### src/inc/sct_params.svh
`ifndef SCT_PARAMS_SVH
`define SCT_PARAMS_SVH
// ------------------------------------------------------------------
// Instruction register layout and opcodes
// ------------------------------------------------------------------
`define SCT_IR_W          8
`define SCT_IR_CAPTURE    8'h81
`define SCT_IR_BYPASS     8'hFF
`define SCT_IR_RUN_TEST   8'h09
`define SCT_IR_OP_SCAN    8'h0A
`define SCT_IR_CHAIN_READ 8'h02
// ------------------------------------------------------------------
// Test operation select register and signature word
// ------------------------------------------------------------------
`define SCT_OP_W          3
`define SCT_OP_RESET      3'h0
`define SCT_OP_SIG_COUNT  3'h7
`define SCT_SIG_W         18
`define SCT_SIG_TAPS      18'h20400
`define SCT_FIFO_DEPTH    2
`endif

### src/inc/sct_pkg.sv
package sct_pkg;
   // Test port controller states.
   typedef enum logic [3:0] {
      SCT_TLR, SCT_RTI, SCT_SEL_DR, SCT_CAP_DR, SCT_SHIFT_DR, SCT_EXIT1_DR,
      SCT_PAUSE_DR, SCT_EXIT2_DR, SCT_UPD_DR, SCT_SEL_IR, SCT_CAP_IR,
      SCT_SHIFT_IR, SCT_EXIT1_IR, SCT_PAUSE_IR, SCT_EXIT2_IR, SCT_UPD_IR
   } sct_tap_state_t;
   // Data register placed between the serial input and output.
   typedef enum logic [1:0] {SCT_DR_BYPASS, SCT_DR_OP, SCT_DR_CHAIN} sct_dr_sel_t;
endpackage

### src/hw/sct_pair_fifo.sv
`timescale 1ns/1ps
`default_nettype none
// ------------------------------------------------------------------
// Small valid/ready buffer; full and empty follow the true count.
// ------------------------------------------------------------------
module sct_pair_fifo import sct_pkg::*; #(
   parameter int WIDTH = 18,
   parameter int DEPTH = 2
) (
   // Clock and reset.
   input  wire logic             ref_clk,
   input  wire logic             rst,
   // Filling side.
   input  wire logic             in_valid,
   output logic                  in_ready,
   input  wire logic [WIDTH-1:0] in_data,
   // Draining side.
   output logic                  out_valid,
   input  wire logic             out_ready,
   output logic      [WIDTH-1:0] out_data
);
   localparam int AW = (DEPTH > 1) ? $clog2(DEPTH) : 1;
   logic [WIDTH-1:0] mem_reg [DEPTH];  // Entry storage.
   logic [AW-1:0]    wr_reg;           // Write slot.
   logic [AW-1:0]    rd_reg;           // Read slot.
   logic [AW:0]      count_reg;        // Words held.
   logic             push;
   logic             pop;

   generate
      if (DEPTH < 2 || (DEPTH & (DEPTH - 1)) != 0) begin : g_bad
         $error("sct_pair_fifo: DEPTH must be a power of two, 2 or more.");
      end
   endgenerate

   assign in_ready  = (count_reg != (AW+1)'(DEPTH));
   assign out_valid = (count_reg != '0);
   assign push      = in_valid && in_ready;
   assign pop       = out_valid && out_ready;
   assign out_data  = mem_reg[rd_reg];

   // Storage is written without reset; only valid slots are ever read.
   always_ff @(posedge ref_clk) begin
      if (push) begin
         mem_reg[wr_reg] <= in_data;
      end
   end

   // Pointers and count move together.
   always_ff @(posedge ref_clk) begin
      if (rst) begin
         wr_reg    <= '0;
         rd_reg    <= '0;
         count_reg <= '0;
      end else begin
         if (push) begin
            wr_reg <= wr_reg + AW'(1);
         end
         if (pop) begin
            rd_reg <= rd_reg + AW'(1);
         end
         count_reg <= count_reg + (AW+1)'(push) - (AW+1)'(pop);
      end
   end
endmodule
`default_nettype wire

### src/hw/sct_sync2.sv
`timescale 1ns/1ps
`default_nettype none
// ------------------------------------------------------------------
// Two-stage synchroniser for pins arriving from outside ref_clk.
// ------------------------------------------------------------------
module sct_sync2 import sct_pkg::*; #(
   parameter int WIDTH = 1
) (
   // Clock and reset.
   input  wire logic             ref_clk,
   input  wire logic             rst,
   // Asynchronous input and synchronised output.
   input  wire logic [WIDTH-1:0] async_in,
   output logic      [WIDTH-1:0] sync_out
);
   // First stage is read by the second stage only.
   logic [WIDTH-1:0] meta_reg;

   generate
      if (WIDTH < 1) begin : g_bad
         $error("sct_sync2: WIDTH must be at least 1.");
      end
   endgenerate

   // Both stages clear on reset and otherwise follow the pin.
   always_ff @(posedge ref_clk) begin
      if (rst) begin
         meta_reg <= '0;
         sync_out <= '0;
      end else begin
         meta_reg <= async_in;
         sync_out <= meta_reg;
      end
   end
endmodule
`default_nettype wire

### src/hw/sct_top.sv
`timescale 1ns/1ps
`default_nettype none
`include "sct_params.svh"
// Summary of operation
// - Input cells fold pins into 18-bit signature.
// - Output shift stages count up each rising edge the buffer accepts.
// - Falling edge latches count onto output pins.
// - Pins sampled on rising test-clock edge.
// - Serial and pin outputs change on falling edge.
// - Controller state advances on rising edge only.
// - Capture-instruction loads fixed pattern 10000001.
// - Instruction shifts in from serial input.
// - Serial output driven from falling edge in shift.
// - Mode high ends shift into first exit.
// - Serial output released in first exit state.
// - Instruction takes effect in update; ones bypass.
// - Bypass stage captures zero leaving capture-data.
// - Update-data loads the selected data register.
// - Select value 111 chooses signature with upcount.
// - Operation runs only run-test instruction in idle.
// - Mixed byte directions stop the combined operation.
module sct_top import sct_pkg::*; #(
   parameter int SIG_W = `SCT_SIG_W,
   parameter int DEPTH = `SCT_FIFO_DEPTH
) (
   // Clock and reset.
   input  wire logic             ref_clk,
   input  wire logic             rst,
   // Serial test link pins.
   input  wire logic             tck,
   input  wire logic             tms,
   input  wire logic             tdi,
   output logic                  tdo,
   output logic                  tdo_oe,
   // Direction controls of the two bytes, active low.
   input  wire logic             byte1_a_to_b_drive_n,
   input  wire logic             byte2_a_to_b_drive_n,
   input  wire logic             byte1_b_to_a_drive_n,
   input  wire logic             byte2_b_to_a_drive_n,
   // Input-mode and output-mode pins of the boundary.
   input  wire logic [SIG_W-1:0] in_pins,
   output logic      [SIG_W-1:0] out_pins,
   // Signature stream toward the user side.
   output logic                  sig_valid,
   input  wire logic             sig_ready,
   output logic      [SIG_W-1:0] sig_data
);
   // ------------------------------------------------------------------
   // Elaboration checks
   // ------------------------------------------------------------------
   generate
      if (SIG_W != `SCT_SIG_W) begin : g_bad_w
         $error("sct_top: the feedback taps serve an 18-bit signature only.");
      end
   endgenerate

   // ------------------------------------------------------------------
   // Declarations
   // ------------------------------------------------------------------
   localparam int SW = 7 + SIG_W;          // Synchronised pin count.
   localparam int CW = 2 * SIG_W;          // Boundary chain length.
   localparam logic [SIG_W-1:0] TAPS = `SCT_SIG_TAPS;

   logic [SW-1:0]       sync_w;            // All pins after two flops.
   logic                tck_s;             // Synchronised test clock.
   logic                tms_s;             // Synchronised mode select.
   logic                tdi_s;             // Synchronised serial input.
   logic [3:0]          dir_s;             // Synchronised direction pins.
   logic [SIG_W-1:0]    pins_s;            // Synchronised input pins.
   logic                tck_d_reg;         // Previous test clock level.
   logic                tck_rise;          // Test clock rose this cycle.
   logic                tck_fall;          // Test clock fell this cycle.
   sct_tap_state_t      state_reg;         // Controller state.
   sct_tap_state_t      state_next;        // Its next value.
   logic [`SCT_IR_W-1:0] ir_shift_reg;     // Instruction shift stage.
   logic [`SCT_IR_W-1:0] ir_reg;           // Active instruction.
   logic                bypass_reg;        // Single bypass stage.
   logic [`SCT_OP_W-1:0] op_shift_reg;     // Operation select shift stage.
   logic [`SCT_OP_W-1:0] op_reg;           // Active operation select.
   logic [SIG_W-1:0]    sig_reg;           // Input cells: signature.
   logic [SIG_W-1:0]    cnt_reg;           // Output cells: count.
   logic [SIG_W-1:0]    hold_reg;          // Output holding latches.
   logic                dir_ok;            // Both bytes one direction.
   sct_dr_sel_t         dr_sel;            // Selected data register.
   logic                run_active;        // Combined operation live.
   logic                push_valid;        // Signature word offered.
   logic                push_ready;        // Buffer can take a word.

   // ------------------------------------------------------------------
   // Functions
   // ------------------------------------------------------------------
   // One signature step: shift with feedback, then fold in the pins.
   function automatic logic [SIG_W-1:0] psa_step(input logic [SIG_W-1:0] s,
                                                 input logic [SIG_W-1:0] p);
      logic fb;
      fb = ^(s & TAPS);
      return {s[SIG_W-2:0], fb} ^ p;
   endfunction

   // Standard test port state walk.
   function automatic sct_tap_state_t tap_next(input sct_tap_state_t s,
                                               input logic m);
      case (s)
         SCT_TLR:      tap_next = m ? SCT_TLR      : SCT_RTI;
         SCT_RTI:      tap_next = m ? SCT_SEL_DR   : SCT_RTI;
         SCT_SEL_DR:   tap_next = m ? SCT_SEL_IR   : SCT_CAP_DR;
         SCT_CAP_DR:   tap_next = m ? SCT_EXIT1_DR : SCT_SHIFT_DR;
         SCT_SHIFT_DR: tap_next = m ? SCT_EXIT1_DR : SCT_SHIFT_DR;
         SCT_EXIT1_DR: tap_next = m ? SCT_UPD_DR   : SCT_PAUSE_DR;
         SCT_PAUSE_DR: tap_next = m ? SCT_EXIT2_DR : SCT_PAUSE_DR;
         SCT_EXIT2_DR: tap_next = m ? SCT_UPD_DR   : SCT_SHIFT_DR;
         SCT_UPD_DR:   tap_next = m ? SCT_SEL_DR   : SCT_RTI;
         SCT_SEL_IR:   tap_next = m ? SCT_TLR      : SCT_CAP_IR;
         SCT_CAP_IR:   tap_next = m ? SCT_EXIT1_IR : SCT_SHIFT_IR;
         SCT_SHIFT_IR: tap_next = m ? SCT_EXIT1_IR : SCT_SHIFT_IR;
         SCT_EXIT1_IR: tap_next = m ? SCT_UPD_IR   : SCT_PAUSE_IR;
         SCT_PAUSE_IR: tap_next = m ? SCT_EXIT2_IR : SCT_PAUSE_IR;
         SCT_EXIT2_IR: tap_next = m ? SCT_UPD_IR   : SCT_SHIFT_IR;
         SCT_UPD_IR:   tap_next = m ? SCT_SEL_DR   : SCT_RTI;
         default:      tap_next = SCT_TLR;
      endcase
   endfunction

   // ------------------------------------------------------------------
   // Pin synchronisers and test clock edges
   // ------------------------------------------------------------------
   // All link pins share one synchroniser so their delays match.
   sct_sync2 #(
      .WIDTH (SW)
   ) u_sync (
      .ref_clk  (ref_clk),
      .rst      (rst),
      .async_in ({tck, tms, tdi, byte1_a_to_b_drive_n, byte2_a_to_b_drive_n,
                  byte1_b_to_a_drive_n, byte2_b_to_a_drive_n, in_pins}),
      .sync_out (sync_w)
   );

   assign tck_s  = sync_w[SW-1];
   assign tms_s  = sync_w[SW-2];
   assign tdi_s  = sync_w[SW-3];
   assign dir_s  = sync_w[SW-4:SW-7];
   assign pins_s = sync_w[SIG_W-1:0];

   // The test clock runs at 200 ns, eight ref_clk periods, so each
   // level is seen at least twice and no edge can be missed.
   always_ff @(posedge ref_clk) begin
      if (rst) begin
         tck_d_reg <= 1'b0;
      end else begin
         tck_d_reg <= tck_s;
      end
   end

   assign tck_rise = tck_s && !tck_d_reg;
   assign tck_fall = !tck_s && tck_d_reg;

   // ------------------------------------------------------------------
   // Controller state machine
   // ------------------------------------------------------------------
   // A high mode select in a shift state moves to the first exit.
   assign state_next = tap_next(state_reg, tms_s);

   // The state only moves on a rising test clock edge.
   always_ff @(posedge ref_clk) begin
      if (rst) begin
         state_reg <= SCT_TLR;
      end else if (tck_rise) begin
         state_reg <= state_next;
      end
   end

   // ------------------------------------------------------------------
   // Instruction decode
   // ------------------------------------------------------------------
   // Both bytes must move data, and the same way, for any test run.
   assign dir_ok = (dir_s[3] != dir_s[1]) && (dir_s[2] != dir_s[0])
                && (dir_s[3] == dir_s[2]) && (dir_s[1] == dir_s[0]);

   // Unknown opcodes and the all-ones opcode pick the bypass stage.
   always_comb begin
      case (ir_reg)
         `SCT_IR_OP_SCAN:    dr_sel = SCT_DR_OP;
         `SCT_IR_CHAIN_READ: dr_sel = SCT_DR_CHAIN;
         default:            dr_sel = SCT_DR_BYPASS;
      endcase
   end

   // The combined operation needs the run instruction, idle, select
   // value 111 and consistent directions; otherwise nothing moves.
   assign run_active = (ir_reg == `SCT_IR_RUN_TEST) && (state_reg == SCT_RTI)
                    && (op_reg == `SCT_OP_SIG_COUNT) && dir_ok;

   // ------------------------------------------------------------------
   // Instruction register
   // ------------------------------------------------------------------
   // Shift stage: fixed capture pattern, then serial fill from the link.
   always_ff @(posedge ref_clk) begin
      if (rst) begin
         ir_shift_reg <= `SCT_IR_CAPTURE;
      end else if (tck_rise) begin
         if (state_reg == SCT_CAP_IR) begin
            ir_shift_reg <= `SCT_IR_CAPTURE;
         end else if (state_reg == SCT_SHIFT_IR) begin
            ir_shift_reg <= {tdi_s, ir_shift_reg[`SCT_IR_W-1:1]};
         end
      end
   end

   // Active instruction changes on the falling edge in update; the
   // reset state forces bypass so a stray opcode never survives.
   always_ff @(posedge ref_clk) begin
      if (rst || state_reg == SCT_TLR) begin
         ir_reg <= `SCT_IR_BYPASS;
      end else if (tck_fall && state_reg == SCT_UPD_IR) begin
         ir_reg <= ir_shift_reg;
      end
   end

   // ------------------------------------------------------------------
   // Bypass stage
   // ------------------------------------------------------------------
   // One flop between serial in and out: a bit appears one shift later.
   always_ff @(posedge ref_clk) begin
      if (rst) begin
         bypass_reg <= 1'b0;
      end else if (tck_rise && dr_sel == SCT_DR_BYPASS) begin
         if (state_reg == SCT_CAP_DR) begin
            bypass_reg <= 1'b0;
         end else if (state_reg == SCT_SHIFT_DR) begin
            bypass_reg <= tdi_s;
         end
      end
   end

   // ------------------------------------------------------------------
   // Operation select register
   // ------------------------------------------------------------------
   // The shift stage keeps its value through capture.
   always_ff @(posedge ref_clk) begin
      if (rst) begin
         op_shift_reg <= `SCT_OP_RESET;
      end else if (tck_rise && dr_sel == SCT_DR_OP && state_reg == SCT_SHIFT_DR) begin
         op_shift_reg <= {tdi_s, op_shift_reg[`SCT_OP_W-1:1]};
      end
   end

   // The select value is taken on the falling edge in update.
   always_ff @(posedge ref_clk) begin
      if (rst) begin
         op_reg <= `SCT_OP_RESET;
      end else if (tck_fall && dr_sel == SCT_DR_OP && state_reg == SCT_UPD_DR) begin
         op_reg <= op_shift_reg;
      end
   end

   // ------------------------------------------------------------------
   // Boundary chain: signature cells and count cells
   // ------------------------------------------------------------------
   // The buffer takes every signature word; when it is full the step is
   // held back, trading strict edge pacing for no lost word.
   assign push_valid = tck_rise && run_active;

   // The chain shifts as one 36-bit register, count cells nearest the
   // serial input, so the controller can seed both halves.
   always_ff @(posedge ref_clk) begin
      if (rst) begin
         sig_reg <= '0;
         cnt_reg <= '0;
      end else if (push_valid && push_ready) begin
         sig_reg <= psa_step(sig_reg, pins_s);
         cnt_reg <= cnt_reg + SIG_W'(1);
      end else if (tck_rise && dr_sel == SCT_DR_CHAIN && state_reg == SCT_SHIFT_DR) begin
         {cnt_reg, sig_reg} <= {tdi_s, cnt_reg, sig_reg[SIG_W-1:1]};
      end
   end

   // Holding latches drive the output pins and move on falling edges
   // only: each run step shows the new count, each update the scanned.
   always_ff @(posedge ref_clk) begin
      if (rst) begin
         hold_reg <= '0;
      end else if (tck_fall && run_active) begin
         hold_reg <= cnt_reg;
      end else if (tck_fall && dr_sel == SCT_DR_CHAIN && state_reg == SCT_UPD_DR) begin
         hold_reg <= cnt_reg;
      end
   end

   assign out_pins = hold_reg;

   // ------------------------------------------------------------------
   // Serial output
   // ------------------------------------------------------------------
   // Driven from the first falling edge in a shift state, released on
   // the falling edge in the first exit; the value is the low bit.
   always_ff @(posedge ref_clk) begin
      if (rst) begin
         tdo    <= 1'b0;
         tdo_oe <= 1'b0;
      end else if (tck_fall) begin
         tdo_oe <= (state_reg == SCT_SHIFT_IR) || (state_reg == SCT_SHIFT_DR);
         if (state_reg == SCT_SHIFT_IR) begin
            tdo <= ir_shift_reg[0];
         end else if (state_reg == SCT_SHIFT_DR) begin
            case (dr_sel)
               SCT_DR_OP:    tdo <= op_shift_reg[0];
               SCT_DR_CHAIN: tdo <= sig_reg[0];
               default:      tdo <= bypass_reg;
            endcase
         end
      end
   end

   // ------------------------------------------------------------------
   // Signature stream buffer
   // ------------------------------------------------------------------
   sct_pair_fifo #(
      .WIDTH (SIG_W),
      .DEPTH (DEPTH)
   ) u_fifo (
      .ref_clk   (ref_clk),
      .rst       (rst),
      .in_valid  (push_valid),
      .in_ready  (push_ready),
      .in_data   (psa_step(sig_reg, pins_s)),
      .out_valid (sig_valid),
      .out_ready (sig_ready),
      .out_data  (sig_data)
   );
endmodule
`default_nettype wire

### config.mk
export PLATFORM = sky130hd
export DESIGN_NAME = sct_top
export DESIGN_NICKNAME = d
export VERILOG_FILES = /design/src/inc/sct_pkg.sv /design/src/hw/sct_pair_fifo.sv /design/src/hw/sct_sync2.sv /design/src/hw/sct_top.sv
export VERILOG_INCLUDE_DIRS = /design/src /design/src/inc
export SDC_FILE = /design/constraint.sdc
export NUM_CORES = 1
export LEC_CHECK = 0
export BUFFER_PORTS_ARGS = -buffer_cell sky130_fd_sc_hd__buf_2
export CORE_MARGIN = 5
export CORE_UTILIZATION = 55
export DETAILED_ROUTE_END_ITERATION = 16
export HOLD_SLACK_MARGIN = 0.05
export PLACE_DENSITY = 0.82
export SETUP_SLACK_MARGIN = 0.3
export SKIP_LAST_GASP = 1
export SYNTH_ARGS = -nofsm -noshare
export SYNTH_HDL_FRONTEND = slang
export SYNTH_SLANG_ARGS = --single-unit
export TNS_END_PERCENT = 20
### constraint.sdc
create_clock -name ref_clk -period 7.3 [get_ports ref_clk]
set_input_delay 1.095 -clock ref_clk [delete_from_list [all_inputs] [get_ports ref_clk]]
set_output_delay 1.095 -clock ref_clk [all_outputs]
set_load 0.005 [all_outputs]
==> results of run 1 <==
critical path, delay by kind of cell (launching register included):
family / cells / cell delay (ns)
adders and majority gates: 1 / 0.19
DFF: 1 / 0.31
buffers and inverters: 1 / 0.08
muxes: 1 / 0.27
AOI/OAI and AO/OA: 1 / 0.80
and+or+nand+nor: 4 / 1.34
synthesized netlist by cell type, types with 18 or more instances:
library cell	number	share of area, %
a22oi_1	20	2.1
nor2_1	36	1.9
edfxtp_1	36	15
xor2_1	18	2.2
nand2_1	47	2.5
nand2b_1	43	3.8
dfxtp_1	139	39
a21oi_1	26	1.8
nor2b_1	55	4.8
clkbuf_1	32	1.7
mux2i_1	42	5.9
mux2_2	18	2.8
power breakdown:
part | internal [mW] | switching, mW
registers | 1.00 | 0.0160
logic | 0.0473 | 0.0414
clock network | 0.466 | 0.412
total | 1.52 | 0.469
path summary, 6_finish.rpt:
| kind | from | to | slack [ns] | cells after the start |
|---|---|---|---|---|
| max reg2reg | ir_reg[2] | out_pins[7] | 4.22 | 8 |
| min reg2reg | u_sync.meta_reg[0] | u_sync.sync_out[0] | 0.44 | 1 |
| max | ir_reg[2] | out_pins[7] | 4.22 | 8 |
| min | u_sync.meta_reg[0] | u_sync.sync_out[0] | 0.44 | 1 |
routing by layer:
metal  global-route usage (%)  wire (um)  vias up
li1                         -          -     2478
met1                     25.9       6460     2412
met2                     30.8       6800      140
met3                     5.18        631       21
met4                     7.27        238        0
met5                        0          0        -
kinds of logic (layout without fill, tap and decap cells):
logic type                 after synthesis  count (layout)  share of synthesized area, %
adders and majority gates                5               5                         0.878
DFF                                    175             175                          54.2
AOI/OAI and AO/OA                      110             110                          10.3
muxes                                   60              60                          8.74
xor gates and xnor gates                26              26                          3.20
buffers and inverters                   52             110                          3.04
and+or+nand+nor                        250             250                          19.6
final cells by class:
type / count / area [um^2] / share of cell area (%)
multi-input combinational: 451 / 3050 / 37.6
timing repair buffer: 71 / 370 / 4.57
clock inverter: 14 / 141 / 1.75
clock buffer: 18 / 439 / 5.42
tap: 172 / 215 / 2.66
sequential: 175 / 3860 / 47.7
inverter: 7 / 26.3 / 0.324
placed cells by master (no fill, tap or decap), types with 5 or more instances in the layout:
master / synthesis / layout
a211oi_1: 11 / 11
a21oi_1: 26 / 26
a22oi_1: 20 / 20
a31oi_1: 12 / 12
and2_1: 5 / 5
and3_1: 7 / 7
buf_2: 11 / 65
buf_4: 2 / 6
clkbuf_16: 0 / 17
dfxtp_1: 139 / 139
edfxtp_1: 36 / 36
ha_1: 5 / 5
inv_1: 7 / 7
inv_8: 0 / 7
mux2_2: 18 / 18
mux2i_1: 42 / 42
nand2_1: 47 / 47
nand2b_1: 43 / 43
nand3_1: 10 / 10
nand4_1: 5 / 5
nor2_1: 36 / 36
nor2b_1: 55 / 55
nor3_1: 11 / 11
o21ai_0: 10 / 10
o22ai_1: 5 / 5
or3_1: 8 / 8
xnor2_1: 8 / 8
xor2_1: 18 / 18
==> results.json, run 1 <==
{
  "hold_slack_ns": 0.438,
  "slowest_delay_ns": 0.80,
  "powerDensity_nw_per_um2": 245,
  "fin_crit_ns": 3.08,
  "place_ws_ns": 4.16,
  "final-instance-count-excl-fill": 908,
  "detail_route.wl_per_cell_um": 15.6,
  "drv_slew": 0,
  "grt_max_degree": 97,
  "drc": 0,
  "antenna_found_initial": 0,
  "holdBufCountCts": 0,
  "layout.nets": 756,
  "total_power_mw": 1.98,
  "worstSkewPairLatency_ns": 0.43,
  "max_freq_mhz": 325,
  "hold_viol": 0,
  "yosysWarningCount": 0,
  "filler_cell_count": 1039,
  "dieHeight_um": 124,
  "max-cap-violations": 0,
  "crit_arrival_ns": 3.43,
  "drtAntennaViolNets": 0,
  "die_w_um": 124,
  "portBuffers": 66,
  "clk_pin_slew_worst_paths_ns": 0.07,
  "cts-resized-gates": 0,
  "total_leakage_power_nw": 3.02,
  "cts_sinks": 175,
  "crit_chain": "or4_4 > nor2_4 > or4bb_1 > inv_1 > ha_1 > nand2_1 > a21oi_2 > mux2i_1",
  "grt_overflow": 0,
  "relSlewSlack_pct": 28.9,
  "status": "finished, final reports clean",
  "rsz0062_at_grt": "false",
  "drtPass1Iterations": 5,
  "first_iter_violations": 307,
  "initial_core_util_pct": 56.2,
  "ys_async_sr_fraction_pct": 0,
  "synth_edf_count": 36,
  "hold_path_class": "register to register",
  "crit_fanout": 14,
  "cts_buffer_depth": 2,
  "required_ns": 7.66,
  "avgSynthCellArea_um2": 10.5,
  "grt_pass1_wl_um": 23700,
  "ir_drop_uv": 172,
  "worstMarginPinSlew_ns": 1.07,
  "core_um2": 12700,
  "start_kind": "register",
  "num_vias": 5051,
  "fin_worst_skew_ns": 0.00758,
  "endpoint_kind": "register",
  "ys_seq_elements": 175,
  "critPathKind": "register to register",
  "syn_area_um2": 7130,
  "pin_count": 67,
  "cts_buffers": 17,
  "fin_area_um2": 8100,
  "wl_um": 14100,
  "synthDistinctLibCells": 55,
  "cts_tree": "yes",
  "grt_pass1_vias": 4974,
  "fin_setup_tns_ns": 0,
  "place_area_um2": 7520,
  "post_cts_buffers": 0,
  "synthCells": 678,
  "area_delta_synth_final_pct": 13.7,
  "cp_slowest_cell": "a21oi_2",
  "finalSetupViolCount": 0,
  "dieArea_um2": 15300,
  "routed_via_density": 5.56,
  "dp.cells": 876,
  "dp_hpwl_um": 9320,
  "synth.net_count": 711,
  "drive_gt1_share_pct": 17.4,
  "grt_use_total_pct": 19.5,
  "rows": 41,
  "synth_top_flop_cell": "dfxtp_1",
  "final_util_pct": 63.9,
  "antennaDiodeCount": 0,
  "htreeDepth": 4,
  "finalCritPeriodShare_pct": 42.2,
  "synth-seq-area-share_pct": 54.2,
  "routabilityCongestion": 0.840,
  "root_buffer": "clkbuf_16",
  "largest_register_ffs": 36,
  "setup_ws_ns": 4.22
}
Note: power is estimated with default switching activity, not from simulation.
==> run 2: changes to the inputs <==
Settings changed: ABC_AREA set to 1.
Clock period 7.3 ns to 2.9 ns, I/O delays scaled along.
==> run 2 against run 1 <==
Effect of this change: sequential power rose to 2.5 times the previous value; final cell count rose by 32%; largest cell class unchanged; synthesized cell count rose by 39%; first-iteration DRC count rose by 87%.
==> results.json, run 2 <==
{
  "hold_path_class": "input port to register",
  "dieHeight_um": 126,
  "largest_register_ffs": 36,
  "drtPass1Iterations": 5,
  "start_kind": "register",
  "finalCritPeriodShare_pct": 80.1,
  "fin_crit_ns": 2.32,
  "cts_sinks": 175,
  "grt_overflow": 0,
  "grt_max_degree": 44,
  "initial_core_util_pct": 56.2,
  "root_buffer": "clkbuf_16",
  "first_iter_violations": 574,
  "cts_buffers": 17,
  "synthCells": 944,
  "worstSkewPairLatency_ns": 0.43,
  "area_delta_synth_final_pct": 13.7,
  "critPathTopFamily": "flip-flops",
  "avgSynthCellArea_um2": 7.88,
  "r2r-start": "ir_reg[5]",
  "ys_async_sr_fraction_pct": 0,
  "routabilityCongestion": 0.889,
  "ys_seq_elements": 175,
  "fin_setup_tns_ns": 0,
  "status": "finished, final reports clean",
  "core_um2": 13200,
  "htreeDepth": 4,
  "synth-seq-area-share_pct": 52.0,
  "yosysTopAreaCell": "dfxtp_1",
  "drc": 0,
  "cts_tree": "yes",
  "drtAntennaViolNets": 0,
  "drv_slew": 0,
  "dp.cells": 1163,
  "crit_arrival_ns": 1.89,
  "portBuffers": 66,
  "critPathKind": "register to output port",
  "fin_area_um2": 8460,
  "holdBufCountCts": 0,
  "crit_fanout": 18,
  "synth.area.top_cells": "dfxtp_1 37%, edfxtp_1 15%, nor2_1 9.2%",
  "detail_route.wl_per_cell_um": 12.8,
  "cts-resized-gates": 0,
  "synth.net_count": 977,
  "synth_common_cells": "182 x nor2_1, 181 x nand2_1, 139 x dfxtp_1",
  "synth_edf_count": 36,
  "syn_area_um2": 7440,
  "layout_common_cells": "182 x nor2_1, 181 x nand2_1, 139 x dfxtp_1, 126 x inv_1, 66 x buf_2",
  "synthDistinctLibCells": 37,
  "slowest_delay_ns": 0.91,
  "synth_top_area_share_pct": 37.4,
  "place_area_um2": 7890,
  "hold_slack_ns": 0.202,
  "antenna_found_initial": 0,
  "powerDensity_nw_per_um2": 583,
  "finalSetupViolCount": 0,
  "rsz0062_at_grt": "false",
  "cp_slowest_cell": "dfxtp_1",
  "rows": 42,
  "drive_gt1_share_pct": 14.5,
  "fin_worst_skew_ns": 0.00875,
  "final_util_pct": 63.9,
  "num_vias": 5999,
  "crit_buf_inv": 1,
  "cts_buffer_depth": 2,
  "max_freq_mhz": 430,
  "grt_pass1_vias": 5556,
  "ir_drop_uv": 397,
  "synth_top_flop_cell": "dfxtp_1",
  "endpoint_kind": "output port",
  "final-instance-count-excl-fill": 1195,
  "synth_most_common_cell": "nor2_1",
  "worstHoldStart": "in_pins[17]",
  "relSlewSlack_pct": 40.1,
  "grt_pass1_wl_um": 26200,
  "pin_count": 67,
  "grt_use_total_pct": 20.0,
  "max-cap-violations": 0,
  "worstMarginPinSlew_ns": 0.897,
  "routed_via_density": 5.02,
  "final_common_cell": "nor2_1",
  "layout.nets": 1039,
  "clk_pin_slew_worst_paths_ns": 0.07,
  "post_cts_buffers": 0,
  "wl_um": 15300,
  "required_ns": 2.47,
  "crit_chain": "mux2_2 > buf_2",
  "dp_hpwl_um": 10700,
  "total_leakage_power_nw": 3.81,
  "dieArea_um2": 15900,
  "antennaDiodeCount": 0,
  "hold_viol": 0,
  "die_w_um": 126,
  "yosysWarningCount": 0
}
run 2: cell count changes after synthesis, sizes merged, moves of 38 or more:
cell and delta:
nor2 +149, nand2 +137, inv +130, nand3 +56
nor2b -55, nand2b -43, mux2i -42, o21ai +38
run 2: final cells by class:
| class | count | area (um^2) |
|---|---|---|
| fillers | 1103 | 4780 |
| flip-flops and latches | 175 | 3860 |
| multi-input cells | 597 | 2870 |
| inverters | 138 | 526 |
| clock buffers | 17 | 425 |
| repair buffers | 77 | 413 |
| well taps | 176 | 220 |
| clock inverters | 15 | 146 |
run 2: cells by family after synthesis:
group,Yosys count,share of synthesized area (%)
and+or+nand+nor,453,24.9
AOI/OAI and AO/OA,95,6.97
muxes,18,2.73
DFF,175,52.0
buffers and inverters,172,9.52
xor gates and xnor gates,26,3.06
adders and majority gates,5,0.841
run 2: power by group:
group	switching [mW]	leakage [nW]	internal, mW	total (mW)
sequential	0.0372	1.46	2.52	2.56
combinational	0.120	2.07	0.0981	0.218
clock	1.02	0.284	1.14	2.16
total	1.18	3.81	3.76	4.94
run 2: routing by layer:
layer | track usage (%) | wire, um | up-vias
met5 | 0 | 0 | -
met4 | 7.70 | 342 | 0
met3 | 4.83 | 1010 | 28
met2 | 31.2 | 6970 | 178
met1 | 27.2 | 6950 | 2708
li1 | - | - | 3085
run 2: metrics by stage:
step / setup slack (ns) / power [mW]
6_report: 0.576 / 4.94
3_5_place_dp: 0.737 / 2.83
2_1_floorplan: 0.516 / 2.75
5_1_grt: 0.429 / 5.11
4_1_cts: 0.538 / 4.97
3_3_place_gp: 0.861 / 2.83
run 2: worst min-delay path: stages:
cell and delay, ns:
buf_2 0.07, inv_1 0.03, nor2_1 0.06
run 2: path summary, 6_finish.rpt:
check                                            to  slack [ns]  cells past startpoint
worst min register to register  u_sync.sync_out[23]        0.40                      2
worst min-delay path            u_sync.meta_reg[17]        0.20                      3
worst max-delay path                    sig_data[6]        0.58                      2
worst max register to register           cnt_reg[6]        0.71                     13
